**src/logic/epoch_sync_pkg.sv**
```systemverilog
// constants, register map and carrier types for the epoch sync and code start block
package epoch_sync_pkg;
  localparam int CLK_PERIOD_NS = 20;
  localparam longint SECOND_PERIOD_NS = 1000000000;
  localparam int SECOND_CYCLES = int'(SECOND_PERIOD_NS / CLK_PERIOD_NS);
  localparam int EPOCH_PERIOD_NS = 1000000;
  localparam int EPOCH_CYCLES = EPOCH_PERIOD_NS / CLK_PERIOD_NS;
  localparam int NUM_GEN = 3;

  localparam logic [5:0] OFS_SYNC_CONFIG = 6'h00;
  localparam logic [5:0] OFS_TIME_LOW = 6'h04;
  localparam logic [5:0] OFS_TIME_HIGH = 6'h08;
  localparam logic [5:0] OFS_CODE_GEN_CTRL = 6'h0C;
  localparam logic [5:0] OFS_CORR_CTRL = 6'h10;
  localparam logic [5:0] OFS_OSC_SETTINGS = 6'h14;
  localparam logic [5:0] OFS_SLEW_AMOUNT = 6'h18;
  localparam logic [5:0] OFS_INTEG_PERIOD = 6'h1C;
  localparam logic [5:0] OFS_CODE_LENGTH = 6'h20;
  localparam logic [5:0] OFS_STATUS = 6'h24;

  localparam int EXT_SECOND_BIT = 0;
  localparam int EXT_EPOCH_BIT = 1;
  localparam int LAUNCH_LSB = 0;
  localparam int TRIGGER_BIT = 3;
  localparam int ALIGN_BIT = 0;
  localparam int ST_PENDING_BIT = 0;
  localparam int ST_RUNNING_BIT = 1;
  localparam int ST_ARMED_LSB = 2;

  localparam logic [31:0] RST_RATE = 32'h0100_0000;
  localparam logic [31:0] RST_INTEG_PERIOD = 32'h0000_C350;
  localparam logic [31:0] RST_CODE_LENGTH = 32'h0000_03FF;

  typedef struct packed {
    logic read;
    logic write;
    logic [5:0] address;
    logic [3:0] byteenable;
    logic [31:0] writedata;
  } bus_req_type;

  typedef enum {code_idle, code_running} code_state_type;
endpackage : epoch_sync_pkg

```
**src/logic/gnss_epoch_sync_code_start.sv**
```systemverilog
// epoch selection, deferred time counter load and code generator start logic
`timescale 1ns/100ps
`default_nettype none
module gnss_epoch_sync_code_start #(
  parameter int SECOND_CYCLES_P = epoch_sync_pkg::SECOND_CYCLES,
  parameter int EPOCH_CYCLES_P = epoch_sync_pkg::EPOCH_CYCLES
) (
  input wire logic ref_clk, // core clock
  input wire logic rst_n, // synchronous reset
  input wire epoch_sync_pkg::bus_req_type bus_req, // avalon request
  output logic [31:0] readdata, // avalon read data
  output logic waitrequest, // avalon wait
  input wire logic second_pulse_input, // pin from second pulse master
  input wire logic epoch_sync_input, // pin from epoch master
  output logic second_pulse_output, // internal second pulse to pin
  output logic epoch_sync_output, // internal epoch to pin
  output logic second_pulse, // selected second pulse event
  output logic sync_epoch_pulse, // selected sync epoch event
  output logic integration_epoch, // integration epoch event
  output logic [2:0] code_start, // generator start events
  output logic chip_edge, // code oscillator chip edge
  output logic code_epoch, // code epoch event
  output logic [63:0] time_count // internal time counter
);
  import epoch_sync_pkg::*;

  function automatic logic word_hit(input logic [5:0] a, input logic [5:0] o);
    word_hit = (a[5:2] == o[5:2]);
  endfunction : word_hit

  function automatic logic [31:0] merge(input logic [31:0] old, input logic [31:0] wd, input logic [3:0] be);
    logic [31:0] r;
    r = old;
    for (int i = 0; i < 4; i++) begin
      if (be[i]) begin
        r[i*8 +: 8] = wd[i*8 +: 8];
      end
    end
    merge = r;
  endfunction : merge

  // pin synchroniser, three stages
  logic [1:0] pin_ff1, pin_ff2, pin_ff3, pin_lvl, next_pin_lvl, pin_rise;
  always_comb begin
    next_pin_lvl = (pin_ff2 & pin_ff3) | (pin_lvl & (pin_ff2 | pin_ff3));
    pin_rise = pin_ff2 & pin_ff3 & ~pin_lvl;
  end
  always_ff @(posedge ref_clk) begin
    if (!rst_n) begin
      pin_ff1 <= 2'h0;
      pin_ff2 <= 2'h0;
      pin_ff3 <= 2'h0;
      pin_lvl <= 2'h0;
    end else begin
      pin_ff1 <= {epoch_sync_input, second_pulse_input};
      pin_ff2 <= pin_ff1;
      pin_ff3 <= pin_ff2;
      pin_lvl <= next_pin_lvl;
    end
  end

  logic ext_second, ext_epoch, next_ext_second, next_ext_epoch;
  logic [63:0] staged, next_staged, next_time_count;
  logic load_pending, next_load_pending;
  logic [2:0] armed, next_armed, fire;
  logic trigger_sync, next_trigger_sync, align, next_align;
  logic [31:0] rate, next_rate, integ_period, next_integ_period, code_length, next_code_length;
  logic [31:0] sec_cnt, next_sec_cnt, ep_cnt, next_ep_cnt, integ_cnt, next_integ_cnt;
  logic [31:0] phase, next_phase, chip_cnt, next_chip_cnt;
  logic [33:0] phase_sum;
  code_state_type code_state, next_code_state;
  logic [31:0] next_readdata, rd_value, wd;
  logic next_waitrequest, acc_wr, slew_wr, int_second, int_epoch, integ_wrap, code_wrap, trig_evt, realign;
  logic next_second_output, next_epoch_output, next_second, next_sync_epoch, next_integ, next_chip, next_code_epoch;

  always_comb begin
    wd = bus_req.writedata;
    acc_wr = bus_req.write && !waitrequest;
    slew_wr = acc_wr && word_hit(bus_req.address, OFS_SLEW_AMOUNT);
    next_waitrequest = !((bus_req.read || bus_req.write) && waitrequest);
    rd_value = 32'h0000_0000;
    if (word_hit(bus_req.address, OFS_SYNC_CONFIG)) begin
      rd_value[EXT_SECOND_BIT] = ext_second;
      rd_value[EXT_EPOCH_BIT] = ext_epoch;
    end else if (word_hit(bus_req.address, OFS_TIME_LOW)) begin
      rd_value = time_count[31:0];
    end else if (word_hit(bus_req.address, OFS_TIME_HIGH)) begin
      rd_value = time_count[63:32];
    end else if (word_hit(bus_req.address, OFS_CODE_GEN_CTRL)) begin
      rd_value[LAUNCH_LSB +: NUM_GEN] = armed;
      rd_value[TRIGGER_BIT] = trigger_sync;
    end else if (word_hit(bus_req.address, OFS_CORR_CTRL)) begin
      rd_value[ALIGN_BIT] = align;
    end else if (word_hit(bus_req.address, OFS_OSC_SETTINGS)) begin
      rd_value = rate;
    end else if (word_hit(bus_req.address, OFS_INTEG_PERIOD)) begin
      rd_value = integ_period;
    end else if (word_hit(bus_req.address, OFS_CODE_LENGTH)) begin
      rd_value = code_length;
    end else if (word_hit(bus_req.address, OFS_STATUS)) begin
      rd_value[ST_PENDING_BIT] = load_pending;
      rd_value[ST_RUNNING_BIT] = (code_state == code_running);
      rd_value[ST_ARMED_LSB +: NUM_GEN] = armed;
    end
    next_readdata = (bus_req.read && waitrequest) ? rd_value : readdata;

    next_ext_second = ext_second;
    next_ext_epoch = ext_epoch;
    next_trigger_sync = trigger_sync;
    next_align = align;
    next_rate = rate;
    next_integ_period = integ_period;
    next_code_length = code_length;
    next_staged = staged;

    // internal dividers
    int_second = (sec_cnt == 32'(SECOND_CYCLES_P - 1));
    int_epoch = (ep_cnt == 32'(EPOCH_CYCLES_P - 1));
    next_sec_cnt = int_second ? 32'h0000_0000 : sec_cnt + 32'h0000_0001;
    next_ep_cnt = int_epoch ? 32'h0000_0000 : ep_cnt + 32'h0000_0001;
    next_second_output = int_second;
    next_epoch_output = int_epoch;
    next_second = ext_second ? pin_rise[0] : int_second;
    next_sync_epoch = ext_epoch ? pin_rise[1] : int_epoch;

    // time counter, deferred load
    if (load_pending && sync_epoch_pulse) begin
      next_time_count = staged;
    end else begin
      next_time_count = time_count + 64'h0000_0000_0000_0001;
    end
    next_load_pending = load_pending && !sync_epoch_pulse;

    // code oscillator and chip counter
    phase_sum = {2'h0, phase} + {2'h0, rate} + (slew_wr ? {2'h0, wd} : 34'h0_0000_0000);
    next_phase = phase_sum[31:0];
    next_chip = |phase_sum[33:32];
    code_wrap = next_chip && (chip_cnt == code_length - 32'h0000_0001);
    next_code_epoch = code_wrap;

    // generator start
    trig_evt = trigger_sync ? sync_epoch_pulse : integration_epoch;
    fire = armed & {NUM_GEN{trig_evt}};
    next_armed = armed & ~fire;
    next_code_state = code_state;
    if (|fire) begin
      next_chip_cnt = 32'h0000_0000;
      next_code_state = code_running;
      next_code_epoch = 1'b0;
    end else if (next_chip) begin
      next_chip_cnt = code_wrap ? 32'h0000_0000 : chip_cnt + 32'h0000_0001;
    end else begin
      next_chip_cnt = chip_cnt;
    end

    // integration epoch, optionally realigned to the code epoch
    realign = align && (code_state == code_running) && code_epoch;
    integ_wrap = (integ_cnt == integ_period - 32'h0000_0001);
    next_integ = integ_wrap || realign;
    next_integ_cnt = next_integ ? 32'h0000_0000 : integ_cnt + 32'h0000_0001;

    if (acc_wr) begin
      case (1'b1)
        word_hit(bus_req.address, OFS_SYNC_CONFIG): begin
          if (bus_req.byteenable[0]) begin
            next_ext_second = wd[EXT_SECOND_BIT];
            next_ext_epoch = wd[EXT_EPOCH_BIT];
          end
        end
        word_hit(bus_req.address, OFS_TIME_LOW): begin
          next_staged[31:0] = merge(staged[31:0], wd, bus_req.byteenable);
          next_load_pending = 1'b1;
        end
        word_hit(bus_req.address, OFS_TIME_HIGH): begin
          next_staged[63:32] = merge(staged[63:32], wd, bus_req.byteenable);
          next_load_pending = 1'b1;
        end
        word_hit(bus_req.address, OFS_CODE_GEN_CTRL): begin
          if (bus_req.byteenable[0]) begin
            next_armed = next_armed | wd[LAUNCH_LSB +: NUM_GEN];
            next_trigger_sync = wd[TRIGGER_BIT];
          end
        end
        word_hit(bus_req.address, OFS_CORR_CTRL): begin
          if (bus_req.byteenable[0]) begin
            next_align = wd[ALIGN_BIT];
          end
        end
        word_hit(bus_req.address, OFS_OSC_SETTINGS): begin
          next_rate = merge(rate, wd, bus_req.byteenable);
        end
        word_hit(bus_req.address, OFS_INTEG_PERIOD): begin
          next_integ_period = merge(integ_period, wd, bus_req.byteenable);
        end
        word_hit(bus_req.address, OFS_CODE_LENGTH): begin
          next_code_length = merge(code_length, wd, bus_req.byteenable);
        end
        default: begin
        end
      endcase
    end
  end

  always_ff @(posedge ref_clk) begin
    if (!rst_n) begin
      readdata <= 32'h0000_0000;
      waitrequest <= 1'b1;
      ext_second <= 1'b0;
      ext_epoch <= 1'b0;
      staged <= 64'h0000_0000_0000_0000;
      load_pending <= 1'b0;
      time_count <= 64'h0000_0000_0000_0000;
      armed <= 3'h0;
      trigger_sync <= 1'b0;
      align <= 1'b0;
      rate <= RST_RATE;
      integ_period <= RST_INTEG_PERIOD;
      code_length <= RST_CODE_LENGTH;
      sec_cnt <= 32'h0000_0000;
      ep_cnt <= 32'h0000_0000;
      integ_cnt <= 32'h0000_0000;
      phase <= 32'h0000_0000;
      chip_cnt <= 32'h0000_0000;
      code_state <= code_idle;
      second_pulse_output <= 1'b0;
      epoch_sync_output <= 1'b0;
      second_pulse <= 1'b0;
      sync_epoch_pulse <= 1'b0;
      integration_epoch <= 1'b0;
      code_start <= 3'h0;
      chip_edge <= 1'b0;
      code_epoch <= 1'b0;
    end else begin
      readdata <= next_readdata;
      waitrequest <= next_waitrequest;
      ext_second <= next_ext_second;
      ext_epoch <= next_ext_epoch;
      staged <= next_staged;
      load_pending <= next_load_pending;
      time_count <= next_time_count;
      armed <= next_armed;
      trigger_sync <= next_trigger_sync;
      align <= next_align;
      rate <= next_rate;
      integ_period <= next_integ_period;
      code_length <= next_code_length;
      sec_cnt <= next_sec_cnt;
      ep_cnt <= next_ep_cnt;
      integ_cnt <= next_integ_cnt;
      phase <= next_phase;
      chip_cnt <= next_chip_cnt;
      code_state <= next_code_state;
      second_pulse_output <= next_second_output;
      epoch_sync_output <= next_epoch_output;
      second_pulse <= next_second;
      sync_epoch_pulse <= next_sync_epoch;
      integration_epoch <= next_integ;
      code_start <= fire;
      chip_edge <= next_chip;
      code_epoch <= next_code_epoch;
    end
  end
endmodule : gnss_epoch_sync_code_start
`default_nettype wire

```
**config.mk**
```make
export PLATFORM = sky130hd
export DESIGN_NAME = gnss_epoch_sync_code_start
export DESIGN_NICKNAME = d
export VERILOG_FILES = /design/src/logic/epoch_sync_pkg.sv /design/src/logic/gnss_epoch_sync_code_start.sv
export SDC_FILE = /design/constraint.sdc
export NUM_CORES = 1
export LEC_CHECK = 0
export BUFFER_PORTS_ARGS = -buffer_cell sky130_fd_sc_hd__buf_2
export CORE_ASPECT_RATIO = 1.4
export CORE_MARGIN = 2
export CORE_UTILIZATION = 35
export CTS_BUF_LIST = sky130_fd_sc_hd__clkbuf_4 sky130_fd_sc_hd__clkbuf_8 sky130_fd_sc_hd__clkbuf_16
export DETAILED_ROUTE_END_ITERATION = 12
export SETUP_SLACK_MARGIN = 0.15
export SYNTH_ARGS = -nofsm -noshare
export SYNTH_HDL_FRONTEND = slang
export SYNTH_SLANG_ARGS = --single-unit
```
**constraint.sdc**
```tcl
create_clock -name ref_clk -period 6.2 [get_ports ref_clk]
set_input_delay 0.31 -clock ref_clk [delete_from_list [all_inputs] [get_ports ref_clk]]
set_output_delay 0.31 -clock ref_clk [all_outputs]
set_load 0.1 [all_outputs]
```
==> results.ini <==
[outcome]
status=finished, final reports clean

[synthesis]
synth_area_leaders=dfxtp_1, nor2_1, xor2_1, mux2i_1, xnor2_1
synthCells=2716
ys_warn_count=0
synth_top_area_cell=dfxtp_1
synth_area_sq_um=23000
synth_top_area_share=0.387
synth-seq-cells=444
async_flop_share=0
syn-num-nets=2835
synth_edf_count=0
ys_seq_area_frac=0.387
avgSynthCellArea_sq_um=8.46
ys_types=77
ys.flop_type=dfxtp_1

[route]
ant_nets=0
drt_pass1_iterations=7
drc=0
vias_per_cell=5.49
vias=20208
wl_per_cell_um=20.1
routed_wl_um=74100
drtIter0Drc=1631

[setup_path]
worstPathCellList=nor2b_1 -> and3_1 -> buf_4 -> and2_1 -> fa_1 -> fa_1 -> a211oi_1 -> o21ai_1 -> o211ai_1 -> a31oi_1 -> nor3_1 -> o22a_1 -> a21o_1 -> buf_4 -> o21bai_4 -> a21oi_1
crit_family=compound AO/OA/AOI/OAI gates
slowest_delay_ns=0.51
worstSetupPathType=flop to flop
critPathMaxFanout=31
critPathArrivalTime_ns=5.63
critPathRequiredTime_ns=6.72
path_buf_inv=2
cp_slowest_cell=nor3_1
worst_setup_path_end_kind=flop
critPathLaunchType=flop

[floorplanning]
num_rows=111
die-height_um=307
core_sq_um=65300
start_util=0.352
die_x_um=221
die_area_sq_um=67800
ios=155

[sta]
finalSetupTns_ns=0
max_freq_mhz=196
worstMarginPinSlew_ns=1.24
rsz0062_at_grt=false
max-slew-margin-rel=0.171
hold_viol=0
slew_violations=0
holdWs_ns=0.0510
fin_crit_sh=0.825
period_minus_slack_ns=5.11
finClkSkew_ns=0.0137
setup_violations=0

[job]
maxCapViolations=0

[cells_and_area]
antennaDiodeCount=0
final_cell_count_no_fill=3682
fin_area_sq_um=26100
nNetsFinal=2917
post-route-util=0.400
drive_above_1_share=0.102
synthToLayoutAreaGrowth_pct=13.5

[power]
p_sw_uw=1560
powerDensity_nw_per_um2=240
p_sw_frac=0.250
p_seq_frac=0.467
pwr-share-comb=0.063
clkPwrFrac=0.470
p_leak_uw=0.00971
ir_drop_mv=0.222
p_int_uw=4680

[cts]
cts-resized-gates=0
clock-root-buffer=clkbuf_16
cts_made_buffers=48
path_clk_slew_ns=0.06
post_cts_buffers=0
clock-sinks=444
cts_hold_buf=4
cts_htree_levels=2
cts_tree=done
clk_path_buf_depth=3
insertion_delay_ns=0.60

[placement]
port_buffers=152
gp_congestion=0.900
dp_hpwl_um=54500
dp.cells=3591
post_dp_cell_area_sq_um=24400

[global_routing]
track_usage=0.215
grt_max_degree=92
grt-ovfl-total=0
grt_pass1_vias=19188
antenna_found_initial=4
grt_first_pass_wirelength_um=113000

[min_path]
min_path_type=input pin to flop

final cells by class:
| type | instances | area [sq um] |
|---|---|---|
| repair buffers | 176 | 953 |
| well taps | 847 | 1060 |
| clock buffers | 75 | 1510 |
| flip-flops and latches | 444 | 8890 |
| clock inverters | 12 | 105 |
| multi-input cells | 2088 | 13400 |
| fillers | 6715 | 39200 |
| inverters | 40 | 158 |
worst reg2reg max path: stages (launching register included):
cell	delay, ns
dfxtp_1	0.33
nor2b_1	0.23
and3_1	0.26
buf_4	0.31
and2_1	0.19
fa_1	0.46
fa_1	0.49
a211oi_1	0.24
o21ai_1	0.18
o211ai_1	0.27
a31oi_1	0.17
nor3_1	0.51
o22a_1	0.45
a21o_1	0.17
buf_4	0.26
o21bai_4	0.31
a21oi_1	0.21
cell usage in the layout (no fill, tap or decap), types with 33 or more instances in the layout:
cell type / count
inv_1: 39
fa_1: 33
xnor2_1: 121
nor2_1: 395
or3_1: 35
nand4_1: 47
buf_2: 151
ha_1: 38
clkbuf_16: 49
dfxtp_1: 444
mux2i_1: 113
nand2_1: 260
xor2_1: 138
and3_1: 39
o21ai_0: 102
and2_1: 55
nand3_1: 123
a211oi_1: 52
nor3_1: 40
a21oi_1: 157
final timing paths:
| check | startpoint | endpoint | slack (ns) | cells past startpoint |
|---|---|---|---|---|
| setup reg to reg | waitrequest | chip_cnt[4] | 1.09 | 16 |
| hold / removal | bus_req[6] | staged[38] | 0.05 | 3 |
| setup / recovery | waitrequest | chip_cnt[4] | 1.09 | 16 |
| hold reg to reg | pin_ff1[0] | pin_ff2[0] | 0.44 | 1 |
synthesized netlist by cell type, drive strengths merged (38+ instances only):
master,count
o21ai,106
nor3,44
nand2,261
clkbuf,123
a211oi,52
a21oi,157
xnor2,121
and3,39
mux2i,113
nand4,48
xor2,138
inv,40
nor2,397
nand3,123
and2,55
dfxtp,444
ha,38
registers in the layout (all words and copies together), names as in the netlist, 2 cells and up:
name / count
staged: 64
time_count: 64
chip_cnt: 32
code_length: 32
ep_cnt: 32
integ_cnt: 32
integ_period: 32
phase: 32
rate: 32
readdata: 32
sec_cnt: 32
armed: 3
code_start: 3
pin_ff1: 2
pin_ff2: 2
pin_ff3: 2
pin_lvl: 2
through the flow:
| stage | setup WS, ns | total power (uW) |
|---|---|---|
| 3_3_place_gp | 0.901 | 3370 |
| 4_1_cts | 1.10 | 6320 |
| 6_report | 1.09 | 6250 |
| 2_1_floorplan | 1.41 | 3240 |
| 3_5_place_dp | 0.846 | 3370 |
| 5_1_grt | 0.720 | 6440 |
logic make-up (layout without fill, tap and decap cells):
| logic type | Yosys count | after routing | share of synthesized area |
|---|---|---|---|
| simple gates | 1141 | 1141 | 0.240 |
| compound gates | 501 | 501 | 0.143 |
| flops | 444 | 444 | 0.387 |
| xor+xnor | 259 | 259 | 0.0987 |
| buf+inv | 184 | 303 | 0.0310 |
| mux | 116 | 116 | 0.0507 |
| fa+ha+maj | 71 | 71 | 0.0494 |
power groups by stage:
| stage | combinational (uW) | clock, uW | sequential (uW) |
|---|---|---|---|
| final | 394 | 2940 | 2920 |
| after global routing | 419 | 3110 | 2920 |
| after CTS | 395 | 3010 | 2910 |
| after detailed placement | 393 | 0 | 2980 |
| after global placement | 390 | 0 | 2980 |
| after floorplan | 153 | 0 | 3080 |
metal layers:
layer / wire length (um) / GRT usage
met5: 36 / 0
met4: 3900 / 0.111
met3: 4130 / 0.0329
met2: 35600 / 0.368
met1: 30400 / 0.260
No activity file was read; power rests on OpenSTA's default activity.
